`src/rtl/din_consts.svh`:
```
// Constants of the filtered input port: timing, offsets, fields, resets
`ifndef DIN_CONSTS_SVH
`define DIN_CONSTS_SVH

// Clock and filter times
`define CLK_HZ 40000000
`define FILT_SHORT_US 1000
`define FILT_LONG_US 10000
`define CYC_PER_US (`CLK_HZ / 1000000)
`define SHORT_CYC (`FILT_SHORT_US * `CYC_PER_US)
`define LONG_CYC (`FILT_LONG_US * `CYC_PER_US)
`define FILT_CNT_W 19

// Register byte offsets
`define OFF_POINT 8'h00
`define OFF_CFG 8'h04
`define OFF_STAT 8'h08
`define OFF_MASK 8'h0c

// Field positions
`define CFG_LONG_BIT 0
`define CFG_IRQEN_BIT 1
`define CFG_RISE_BIT 2
`define ST_EDGE_BIT 0
`define ST_CHG_BIT 1

// Reset values
`define CFG_RST 3'h0
`define MASK_RST 2'h0
`define STAT_RST 2'h0

// Bus responses
`define RESP_OKAY 2'h0
`define RESP_SLVERR 2'h2

`endif

```
`src/rtl/din_pkg.sv`:
```
// Types of the filtered input port
package din_pkg;

  // Module-wide filter time choice
  typedef enum logic {FILT_1MS, FILT_10MS} filt_sel_t;

  // Active edge of the interrupt capable point
  typedef enum logic {EDGE_FALL, EDGE_RISE} edge_sel_t;

  typedef logic [31:0] word_t;

endpackage

```
`src/rtl/point_filter.sv`:
```
// One input point: three-stage synchroniser and hold-time filter
`timescale 1ns/1ps

module point_filter #(
  parameter int CNT_W = 19
) (
  input wire logic clk_in,
  input wire logic rst_n_in,
  input wire logic raw_in,
  input wire logic [CNT_W-1:0] limit_in,
  output logic stable_out,
  output logic filt_out
);

  logic sync1_r;
  logic sync2_r;
  logic sync3_r;
  logic stable_r;
  logic filt_r;
  logic [CNT_W-1:0] cnt_r;
  logic agree_w;
  logic differ_w;
  logic done_w;

  // A level counts once the last two stages agree
  assign agree_w = (sync2_r == sync3_r);
  assign differ_w = (stable_r != filt_r);
  assign done_w = (cnt_r >= (limit_in - CNT_W'(1)));

  ////////////////////////////////////////////////////////////////////////////
  // Synchroniser, the first stage feeds only the second
  always_ff @(posedge clk_in) begin
    if (!rst_n_in) begin
      sync1_r <= 1'b0;
      sync2_r <= 1'b0;
      sync3_r <= 1'b0;
      stable_r <= 1'b0;
    end else begin
      sync1_r <= raw_in;
      sync2_r <= sync1_r;
      sync3_r <= sync2_r;
      if (agree_w) begin
        stable_r <= sync3_r;
      end
    end
  end

  ////////////////////////////////////////////////////////////////////////////
  // Filtered level follows only after a full hold time
  always_ff @(posedge clk_in) begin
    if (!rst_n_in) begin
      cnt_r <= '0;
      filt_r <= 1'b0;
    end else if (!differ_w) begin
      cnt_r <= '0;
    end else if (done_w) begin
      cnt_r <= '0;
      filt_r <= stable_r;
    end else begin
      cnt_r <= cnt_r + CNT_W'(1);
    end
  end

  assign stable_out = stable_r;
  assign filt_out = filt_r;

endmodule

```
`src/rtl/din_top.sv`:
```
// Top of the 32-point filtered input port with edge interrupt and AXI4-Lite
`timescale 1ns/1ps
`include "din_consts.svh"

// How it works
// - Thirty-two points in four groups of eight, all readable by the controller.
// - Input filter delay is either one or ten milliseconds.
// - One filter setting serves every point; no per-point choice.
// - Only the first point of the first group has an edge interrupt; a filtered change of any point can also raise it.
// - A setting picks rising or falling edge for that interrupt.
// - Point 0 edge detection bypasses the filter, same response for both delays; the change source waits for the filter.
// - One status indicator per point shows its filtered ON/OFF state.

module din_top #(
  parameter int SHORT_CYCLES = `SHORT_CYC,
  parameter int LONG_CYCLES = `LONG_CYC,
  parameter int CNT_W = `FILT_CNT_W,
  parameter int ADDR_W = 8
) (
  input wire logic REF_CLK_IN,
  input wire logic RST_N_IN,
  input wire logic [31:0] POINT_IN,
  output logic [31:0] LED_OUT,
  output logic IRQ_OUT,
  input wire logic [ADDR_W-1:0] AWADDR_IN,
  input wire logic AWVALID_IN,
  output logic AWREADY_OUT,
  input wire logic [31:0] WDATA_IN,
  input wire logic [3:0] WSTRB_IN,
  input wire logic WVALID_IN,
  output logic WREADY_OUT,
  output logic [1:0] BRESP_OUT,
  output logic BVALID_OUT,
  input wire logic BREADY_IN,
  input wire logic [ADDR_W-1:0] ARADDR_IN,
  input wire logic ARVALID_IN,
  output logic ARREADY_OUT,
  output logic [31:0] RDATA_OUT,
  output logic [1:0] RRESP_OUT,
  output logic RVALID_OUT,
  input wire logic RREADY_IN
);

  ////////////////////////////////////////////////////////////////////////////
  // Helpers

  // Merge write data into a word under byte strobes
  function automatic din_pkg::word_t byte_merge(input din_pkg::word_t old_v,
                                                input din_pkg::word_t new_v,
                                                input logic [3:0] strb);
    din_pkg::word_t res;
    res = old_v;
    for (int i = 0; i < 4; i++) begin
      if (strb[i]) begin
        res[i*8 +: 8] = new_v[i*8 +: 8];
      end
    end
    return res;
  endfunction

  // True for a mapped register offset
  function automatic logic addr_hit(input logic [ADDR_W-1:0] a);
    logic [7:0] a8;
    a8 = 8'(a);
    return (a8 == `OFF_POINT) || (a8 == `OFF_CFG) ||
           (a8 == `OFF_STAT) || (a8 == `OFF_MASK);
  endfunction

  ////////////////////////////////////////////////////////////////////////////
  // Declarations

  logic awready_r;
  logic wready_r;
  logic bvalid_r;
  logic [1:0] bresp_r;
  logic arready_r;
  logic rvalid_r;
  logic [1:0] rresp_r;
  din_pkg::word_t rdata_r;
  logic aw_ok_r;
  logic w_ok_r;
  logic [ADDR_W-1:0] awaddr_r;
  din_pkg::word_t wdata_r;
  logic [3:0] wstrb_r;
  din_pkg::filt_sel_t filt_sel_r;
  din_pkg::edge_sel_t edge_sel_r;
  logic irq_en_r;
  logic [1:0] mask_r;
  logic [1:0] st_r;
  logic [31:0] led_r;
  logic irq_r;
  logic stable0_d_r;

  logic aw_hs_w;
  logic w_hs_w;
  logic ar_hs_w;
  logic wr_go_w;
  logic b_done_w;
  logic r_done_w;
  logic wr_hit_w;
  logic wr_cfg_w;
  logic wr_stat_w;
  logic wr_mask_w;
  logic [7:0] wa8_w;
  logic [7:0] ra8_w;
  din_pkg::word_t cfg_word_w;
  din_pkg::word_t cfg_new_w;
  din_pkg::word_t mask_new_w;
  din_pkg::word_t clr_word_w;
  din_pkg::word_t rd_data_w;
  logic [1:0] st_set_w;
  logic [1:0] st_clr_w;
  logic [1:0] st_nxt;
  logic [1:0] mask_nxt;
  logic [CNT_W-1:0] limit_w;
  logic [31:0] stable_w;
  logic [31:0] filt_w;
  logic edge0_w;
  logic chg_w;

  ////////////////////////////////////////////////////////////////////////////
  // Input points

  // One filter time for the whole module
  assign limit_w = (filt_sel_r == din_pkg::FILT_10MS) ?
                   CNT_W'(LONG_CYCLES) : CNT_W'(SHORT_CYCLES);

  // Four groups of eight points, all on the shared limit
  for (genvar g = 0; g < 32; g++) begin : g_pt
    point_filter #(
      .CNT_W(CNT_W)
    ) u_pt (
      .clk_in(REF_CLK_IN),
      .rst_n_in(RST_N_IN),
      .raw_in(POINT_IN[g]),
      .limit_in(limit_w),
      .stable_out(stable_w[g]),
      .filt_out(filt_w[g])
    );
  end

  ////////////////////////////////////////////////////////////////////////////
  // Events

  // Edge of point 0 taken from the synchronised level, ahead of the filter
  assign edge0_w = irq_en_r &&
                   ((edge_sel_r == din_pkg::EDGE_RISE) ?
                    (stable_w[0] && !stable0_d_r) :
                    (!stable_w[0] && stable0_d_r));
  // Any filtered point changed
  assign chg_w = |(filt_w ^ led_r);
  assign st_set_w = {chg_w, edge0_w};
  assign st_clr_w = wr_stat_w ? clr_word_w[1:0] : 2'h0;
  // A set in the clearing cycle survives
  assign st_nxt = (st_r & ~st_clr_w) | st_set_w;
  assign mask_nxt = wr_mask_w ? mask_new_w[1:0] : mask_r;

  ////////////////////////////////////////////////////////////////////////////
  // Write path decode

  assign aw_hs_w = AWVALID_IN && awready_r;
  assign w_hs_w = WVALID_IN && wready_r;
  assign wr_go_w = aw_ok_r && w_ok_r && !bvalid_r;
  assign b_done_w = bvalid_r && BREADY_IN;
  assign wa8_w = 8'(awaddr_r);
  assign wr_hit_w = addr_hit(awaddr_r);
  assign wr_cfg_w = wr_go_w && (wa8_w == `OFF_CFG);
  assign wr_stat_w = wr_go_w && (wa8_w == `OFF_STAT);
  assign wr_mask_w = wr_go_w && (wa8_w == `OFF_MASK);
  assign cfg_word_w = {29'h0, edge_sel_r, irq_en_r, filt_sel_r};
  assign cfg_new_w = byte_merge(cfg_word_w, wdata_r, wstrb_r);
  assign mask_new_w = byte_merge({30'h0, mask_r}, wdata_r, wstrb_r);
  assign clr_word_w = byte_merge(32'h0, wdata_r, wstrb_r);

  ////////////////////////////////////////////////////////////////////////////
  // Read path decode

  assign ar_hs_w = ARVALID_IN && arready_r;
  assign r_done_w = rvalid_r && RREADY_IN;
  assign ra8_w = 8'(ARADDR_IN);
  assign rd_data_w = (ra8_w == `OFF_POINT) ? filt_w :
                     (ra8_w == `OFF_CFG) ? cfg_word_w :
                     (ra8_w == `OFF_STAT) ? {30'h0, st_r} :
                     (ra8_w == `OFF_MASK) ? {30'h0, mask_r} : 32'h0;

  ////////////////////////////////////////////////////////////////////////////
  // Write address and data capture, either order
  always_ff @(posedge REF_CLK_IN) begin
    if (!RST_N_IN) begin
      awready_r <= 1'b1;
      wready_r <= 1'b1;
      aw_ok_r <= 1'b0;
      w_ok_r <= 1'b0;
      awaddr_r <= '0;
      wdata_r <= 32'h0;
      wstrb_r <= 4'h0;
    end else begin
      if (aw_hs_w) begin
        awready_r <= 1'b0;
        aw_ok_r <= 1'b1;
        awaddr_r <= AWADDR_IN;
      end
      if (w_hs_w) begin
        wready_r <= 1'b0;
        w_ok_r <= 1'b1;
        wdata_r <= WDATA_IN;
        wstrb_r <= WSTRB_IN;
      end
      if (wr_go_w) begin
        aw_ok_r <= 1'b0;
        w_ok_r <= 1'b0;
      end
      if (b_done_w) begin
        awready_r <= 1'b1;
        wready_r <= 1'b1;
      end
    end
  end

  // Write response, unmapped offsets answer SLVERR
  always_ff @(posedge REF_CLK_IN) begin
    if (!RST_N_IN) begin
      bvalid_r <= 1'b0;
      bresp_r <= `RESP_OKAY;
    end else if (wr_go_w) begin
      bvalid_r <= 1'b1;
      bresp_r <= wr_hit_w ? `RESP_OKAY : `RESP_SLVERR;
    end else if (b_done_w) begin
      bvalid_r <= 1'b0;
    end
  end

  // Read channel, one read at a time
  always_ff @(posedge REF_CLK_IN) begin
    if (!RST_N_IN) begin
      arready_r <= 1'b1;
      rvalid_r <= 1'b0;
      rdata_r <= 32'h0;
      rresp_r <= `RESP_OKAY;
    end else if (ar_hs_w) begin
      arready_r <= 1'b0;
      rvalid_r <= 1'b1;
      rdata_r <= rd_data_w;
      rresp_r <= addr_hit(ARADDR_IN) ? `RESP_OKAY : `RESP_SLVERR;
    end else if (r_done_w) begin
      arready_r <= 1'b1;
      rvalid_r <= 1'b0;
    end
  end

  ////////////////////////////////////////////////////////////////////////////
  // Configuration register
  always_ff @(posedge REF_CLK_IN) begin
    if (!RST_N_IN) begin
      filt_sel_r <= din_pkg::filt_sel_t'(1'(`CFG_RST >> `CFG_LONG_BIT));
      irq_en_r <= 1'(`CFG_RST >> `CFG_IRQEN_BIT);
      edge_sel_r <= din_pkg::edge_sel_t'(1'(`CFG_RST >> `CFG_RISE_BIT));
    end else if (wr_cfg_w) begin
      filt_sel_r <= din_pkg::filt_sel_t'(cfg_new_w[`CFG_LONG_BIT]);
      irq_en_r <= cfg_new_w[`CFG_IRQEN_BIT];
      edge_sel_r <= din_pkg::edge_sel_t'(cfg_new_w[`CFG_RISE_BIT]);
    end
  end

  // Status, mask, indicators and interrupt line
  always_ff @(posedge REF_CLK_IN) begin
    if (!RST_N_IN) begin
      st_r <= `STAT_RST;
      mask_r <= `MASK_RST;
      led_r <= 32'h0;
      irq_r <= 1'b0;
      stable0_d_r <= 1'b0;
    end else begin
      st_r <= st_nxt;
      mask_r <= mask_nxt;
      led_r <= filt_w;
      irq_r <= |(st_nxt & mask_nxt);
      stable0_d_r <= stable_w[0];
    end
  end

  assign AWREADY_OUT = awready_r;
  assign WREADY_OUT = wready_r;
  assign BVALID_OUT = bvalid_r;
  assign BRESP_OUT = bresp_r;
  assign ARREADY_OUT = arready_r;
  assign RVALID_OUT = rvalid_r;
  assign RDATA_OUT = rdata_r;
  assign RRESP_OUT = rresp_r;
  assign LED_OUT = led_r;
  assign IRQ_OUT = irq_r;
endmodule

```
`config.mk`:
```
export PLATFORM = sky130hd
export DESIGN_NAME = din_top
export DESIGN_NICKNAME = d
export VERILOG_FILES = /design/src/rtl/din_pkg.sv /design/src/rtl/point_filter.sv /design/src/rtl/din_top.sv
export VERILOG_INCLUDE_DIRS = /design/src /design/src/rtl
export SDC_FILE = /design/constraint.sdc
export NUM_CORES = 2
export LEC_CHECK = 0
export ABC_CLOCK_PERIOD_IN_PS = 18900
export BUFFER_PORTS_ARGS = -buffer_cell sky130_fd_sc_hd__buf_4
export CORE_ASPECT_RATIO = 1.5
export CORE_MARGIN = 1
export CORE_UTILIZATION = 67
export CTS_CLUSTER_DIAMETER = 40
export DETAILED_ROUTE_END_ITERATION = 7
export PLACE_DENSITY = 0.95
export SLEW_MARGIN = 20
export SYNTH_ARGS = -nofsm -noshare
export SYNTH_HDL_FRONTEND = slang
export SYNTH_SLANG_ARGS = --single-unit
```
`constraint.sdc`:
```
create_clock -name REF_CLK_IN -period 18.9 [get_ports REF_CLK_IN]
set_clock_uncertainty 0.1 [all_clocks]
set_input_delay 0.945 -clock REF_CLK_IN [delete_from_list [all_inputs] [get_ports REF_CLK_IN]]
set_output_delay 0.945 -clock REF_CLK_IN [all_outputs]
set_load 0.01 [all_outputs]
```
# After elaboration in Yosys (flattened, before gate mapping)
# Index checks and enable logic that the tools add are counted.
# classes
add_sub_neg	33
mul	0
n_div	0
order_cmp	32
eq_ne	70
n_shift	0
n_mux	18
n_bitwise	38
reduce_logical	95
# op_table
cell	n
$add 19x1->19 const B	32
$ge 19x19->1	32
$reduce_or 3->1	32
$reduce_and 2->1	33
$not 1->1	33
$eq 1x1->1	32
$eq 8x4->1 const B	4
$mux 32	1
$ne 1x1->1	32
$reduce_or 32->1	1
$xor 32x32->32	1
$mux 19	1
$sub 19x1->19 const B	1
$eq 8x3->1 const B	2
$logic_not 8->1	2
$mux 2	8
$logic_and 1x1->1	13
$mux 1	7
$logic_or 1x1->1	6
$reduce_or 2->1	3
$and 2x2->2	2
$reduce_bool 2->1	2
$logic_not 1->1	3
$mux 3	1
2 further kinds	2
# totals
ff_bits	864
latchBits	0
ramBits	0
mem_bits_ro	0
input_bits	91
wordCells	499
memories	0

# Logic depth before layout (Yosys ltp)
# logic_depth
depth_word	9
depth_mapped	9
ltp_nobuf	7

# Cells and area by module
# From an unflattened synthesis, not the netlist that was laid out.
# unflattened
cells_unflattened	6529
area_unflattened_um2	55720.9
# modules_own_cells
module	instances	cells_per_inst	area_each_um2	seq_area_each_um2
point_filter (g_pt[12].u_pt ...)	24	191	1625.3	480.5
point_filter (g_pt[0].u_pt ...)	7	193	1631.6	480.5
din_top	1	402	3614.7	1881.8
point_filter (g_pt[9].u_pt)	1	192	1677.9	480.5

# Worst setup path after synthesis
# OpenSTA, ideal clock, no wires.
# synth_path
kind	register -> register
from	register filt_sel_r
to	register g_pt[14].u_pt.cnt_r[10]
setup_time_ns	0.115
t_arrival_ns	6.166
required_ns	18.685
slack_ns	12.520
stages_incl_launch_ff	10
n_path_buf	2
period_less_slack_ns	6.380
cell_sequence	dfxtp_1 -> inv_1 -> ha_1 -> nand2_1 -> or4b_2 -> nor4_1 -> or4_1 -> buf_4 -> buf_6 -> nor2_1
# synth_via
elab_chain_cells	4
# synth_rtl
item	line_no	rtl
start, declared	din_top.sv:85	din_pkg::filt_sel_t filt_sel_r;
start signal, assigned	din_top.sv:255	filt_sel_r <= din_pkg::filt_sel_t'(1'(`CFG_RST >> `CFG_LONG_BIT));
start signal, assigned	din_top.sv:259	filt_sel_r <= din_pkg::filt_sel_t'(cfg_new_w[`CFG_LONG_BIT]);
$mux 19	din_top.sv:125	assign limit_w = (filt_sel_r == din_pkg::FILT_10MS) ?
$sub 19x1->19	point_filter.sv:28	assign done_w = (cnt_r >= (limit_in - CNT_W'(1)));
$ge 19x19->1	point_filter.sv:28	
$reduce_or 3->1 (no line)	n/a	
end signal, assigned	point_filter.sv:60	cnt_r <= cnt_r + CNT_W'(1);
end, declared	point_filter.sv:20	logic [CNT_W-1:0] cnt_r;
# No other way between the ends.
# A chain may end at the register's enable or synchronous reset.

# Worst setup path after layout
# layout_path
from	register filt_sel_r
to	register g_pt[4].u_pt.cnt_r[8]
# layout_via
elab_chain_cells	4
# layout_rtl
item	line_no
$mux 19	din_top.sv:125
$sub 19x1->19	point_filter.sv:28
$ge 19x19->1	point_filter.sv:28
$reduce_or 3->1 (no line)	n/a
end signal, assigned	point_filter.sv:60
end, declared	point_filter.sv:20
# No other way between the ends.

==> summary.txt <==
STA
  – Slew @ Worst Pin: 0.998 ns
  – Setup TNS: 0 ns
  – PnR worst setup slack: roughly 15 ns
  – Crit path time final: 4.21 ns
  – Hold_ws: 0.319 ns
  – Peak Freq: 0.237 GHz
  – Setup violators final: 0
  – Crit share post-route: approximately 22%
  – Fin. Hold Viols: 0
  – Max Slew Vio Count: 0
  – Unrepaired setup endpoints after global routing: no
  – Slew headroom: 31.8%

CTS
  – CTS tree: built
  – Clock sink count: 862
  – Resized cells post-CTS: 0
  – Clock tree buffer depth: 3
  – H-tree levels: 3
  – Worst-Skew Late Latency: 0.66 ns
  – Clock transition at path regs: 0.07 ns
  – Post CTS Setup Buffer Count: 0
  – Num CTS Buffers: 86
  – Number of hold buffers added after cts: 0
  – CTS root buffer: clkbuf_16

Placed design
  – Gp weighted congestion: 0.867
  – Setup WS pre-CTS: 14.96 ns
  – Port bufs: 130
  – Dpl hpwl: 56.8 mm

Cells and area
  – Ant. Diodes: 0
  – Share of cells above drive strength 1: 7.43%
  – Synthesis-to-layout area growth: 12.2%
  – Filler Cell Count: 3319
  – Layout Nets: ~4800
  – Post-layout util: 76.4%

Die
  – Io pins: around 170
  – Core Box Area: 56900 sq um
  – Initial Utilization: 68.1%
  – Row count: 107
  – Die area: approximately 59000 sq um
  – DIE WIDTH: 198 um
  – Die height: roughly 300 um

Synth
  – Ys flop type: dfxtp_1
  – EDFF count, synth: 0
  – XOR/XNOR Fraction of Synth Area: 13.7%
  – Async SR Flop Fraction: 0%
  – Most frequent cell after synthesis: dfxtp_1
  – Synth warn: 0
  – Multiplexer share of the synthesized area: 0.552%
  – Post-synth top area cell: dfxtp_1
  – Synth unique cells: 74
  – Ranking of synthesized cells by area: dfxtp_1 (45%), nor2_1 (7.6%), ha_1 (7.2%)
  – Syn Inst Count: 4370
  – Synth Area in Compound Gates: 6.34%
  – Register area share after synthesis: 44.5%
  – Post-Syn Area per Cell: 8.86 sq um
  – Adder-cell area share of the yosys netlist: 7.23%
  – Synth top cells by count: dfxtp_1 (862), nor2_1 (783), nand2_1 (360), xnor2_1 (314), xor2_1 (291)
  – Post-Synth Simple-Gate Area: between 20% and 30%
  – Mapped cell area: slightly below 40000 sq um
  – Largest family of logic cells by synthesized area: simple AND/OR/NAND/NOR gates
  – Flops & latches, synth: ~860
  – Yosys top cell area share: 44.5%

Route
  – Via count: 32400
  – Wire per inst: between 15 and 20 um
  – DRT antenna net count: 0
  – Max layer used: met4
  – Met2 routed WL: roughly 47 mm
  – DRT Pass-1 Iters: 6
  – Routed Wire Length: 92.8 mm
  – Metal3 WL: between 6 and 7 mm
  – Vias per cell: 6.06
  – Met1 WL: 34.3 mm
  – Starting DRT DRC Count: 2243
  – DR DRC count: 0

Power
  – Power density over the cells: 85.1 nW/um^2
  – Maximum VDD drop: 0.131 mV
  – Lkg Pwr: 15.4 nW

Critical path
  – Worst Reg-to-Reg Cells: 8
  – WS Path Type: reg -> reg
  – Worst setup SP type: register
  – Critical Path End: g_pt[4].u_pt.cnt_r[8]$_SDFF_PP0_
  – CP Cell Sequence: inv_6 -> buf_4 -> ha_1 -> o21ai_0 -> a21oi_1 -> nor3_1 -> nand4_1 -> nor2_1
  – Required time of the worst setup path: 19.36 ns
  – Crit end category: register
  – CP arrival: roughly 4.7 ns
  – Worst path max stage delay: 0.77 ns
  – Reg2Reg Launch Point: filt_sel_r$_SDFFE_PN0P_
  – Slowest-stage cell, CP: buf_4
  – CP Launch Point: filt_sel_r$_SDFFE_PN0P_
  – Slack of the worst reg-to-reg path: 14.69 ns
  – Crit Path Max Fanout: 77
  – Worst r2r dst: g_pt[4].u_pt.cnt_r[8]$_SDFF_PP0_

Outcome
  – Status: completed

Global route
  – Largest net degree at the start of global routing: 79
  – Total GRT Usage: 31.4%
  – Vias in the first global route: 32400
  – Initial antenna violation count: 1
  – First-pass GRT wire length: 152 mm
  – Gr ovfl total: 0

Hold path
  – Hold Crit Class: reg -> reg

Flow run
  – Max_cap viols: 0
-- metrics by stage --
step	area, sq um	cells	power (mW)
after floorplan	38700	4371	1.90
after global placement	40400	5182	1.92
after detailed placement	40400	5182	1.92
after CTS	43500	5341	3.71
after global routing	43500	5341	3.80
final	43500	5341	3.70
-- worst min path at each step --
stage / slack, ns / from / cells after the start / endpoint
finish: 0.32 / g_pt[28].u_pt.sync1_r$_SDFF_PN0_ / 1 / g_pt[28].u_pt.sync2_r$_SDFF_PN0_
detailed placement: 0.32 / g_pt[14].u_pt.sync1_r$_SDFF_PN0_ / 1 / g_pt[14].u_pt.sync2_r$_SDFF_PN0_
CTS: 0.33 / g_pt[28].u_pt.sync1_r$_SDFF_PN0_ / 1 / g_pt[28].u_pt.sync2_r$_SDFF_PN0_
floorplan: 0.31 / g_pt[29].u_pt.cnt_r[0]$_SDFF_PP0_ / 1 / g_pt[29].u_pt.cnt_r[0]$_SDFF_PP0_
global route: 0.35 / g_pt[28].u_pt.sync1_r$_SDFF_PN0_ / 1 / g_pt[28].u_pt.sync2_r$_SDFF_PN0_
global placement: 0.32 / g_pt[5].u_pt.sync1_r$_SDFF_PN0_ / 1 / g_pt[5].u_pt.sync2_r$_SDFF_PN0_
-- critical path: cells and delay by family, from the launching register on --
kind                     cells  cell delay (ns)
AND/OR/NAND/NOR              3             1.48
buffers and inverters        2             1.37
AO/OA/AOI/OAI                2             0.40
adder cells (fa/ha/maj)      1             0.37
flip-flops                   1             0.36
-- flip-flops by register name, indices dropped and copies added, names as in the netlist, 2 cells and up --
| register | count |
|---|---|
| mask_r | 2 |
| LED_OUT | 32 |
| st_r | 2 |
| g_pt.u_pt.sync1_r | 32 |
| g_pt.u_pt.stable_out | 32 |
| g_pt.u_pt.sync2_r | 32 |
| g_pt.u_pt.cnt_r | 608 |
| RDATA_OUT | 32 |
| wdata_r | 3 |
| awaddr_r | 8 |
| g_pt.u_pt.filt_out | 32 |
| g_pt.u_pt.sync3_r | 32 |
-- cells in the final DEF, fill, tap and decap left out, types with 8 or more instances in the layout --
| cell type | Yosys | routed |
|---|---|---|
| o21ai_0 | 111 | 110 |
| clkbuf_8 | 0 | 17 |
| ha_1 | 224 | 224 |
| a2111oi_0 | 10 | 10 |
| and3_1 | 78 | 78 |
| o21a_1 | 14 | 14 |
| and4_1 | 46 | 46 |
| and4b_1 | 10 | 10 |
| a31o_2 | 13 | 13 |
| inv_1 | 103 | 102 |
| nand4_1 | 146 | 146 |
| nand2_1 | 360 | 359 |
| clkbuf_16 | 0 | 89 |
| and2_1 | 138 | 137 |
| xor2_1 | 291 | 291 |
| o311ai_0 | 9 | 9 |
| nor2_1 | 783 | 783 |
| nor3_1 | 82 | 82 |
| dfxtp_1 | 862 | 861 |
| nand4b_1 | 22 | 22 |
| nand2b_1 | 21 | 21 |
| or2_2 | 12 | 12 |
| mux2i_1 | 18 | 18 |
| bufinv_16 | 0 | 8 |
| a21oi_1 | 152 | 152 |
| nand3_1 | 247 | 247 |
| clkinv_2 | 0 | 13 |
| or4_1 | 13 | 13 |
| xnor2_1 | 314 | 314 |
| buf_4 | 3 | 142 |
| nor4_1 | 61 | 61 |
| or3_1 | 9 | 9 |
| a211oi_1 | 13 | 13 |
-- kinds of logic (layout without fill, tap and decap cells) --
kind of cell	Yosys count	count (layout)
XOR/XNOR	605	605
other	1	2
AO/OA/AOI/OAI	397	397
AND/OR/NAND/NOR	2061	2061
adder cells (fa/ha/maj)	224	224
flip-flops	862	862
buffers and inverters	199	406
multiplexers	21	21
-- final cells by class --
class / count / area (sq um) / area share (%)
inverter: 104 / 397 / 0.913
timing repair buffer: 143 / 1080 / 2.48
multi-input combinational: 3310 / 20700 / 47.7
clock inverter: 47 / 576 / 1.32
clock buffer: 112 / 2480 / 5.72
tap: 763 / 955 / 2.20
sequential: 862 / 17300 / 39.7
-- report_power, final --
group	internal [mW]	total, mW	switching [mW]
combinational	0.0177	0.0469	0.0292
clock	1.05	1.82	0.762
sequential	1.83	1.83	0.00720
total	2.90	3.70	0.798
-- layer usage --
layer / up-vias / global-route usage (%)
met5: - / 0
met4: 0 / 19.2
met3: 387 / 5.78
met2: 1322 / 57.1
met1: 15400 / 33.4
li1: 15300 / -
(Power assumes the default switching activity.)
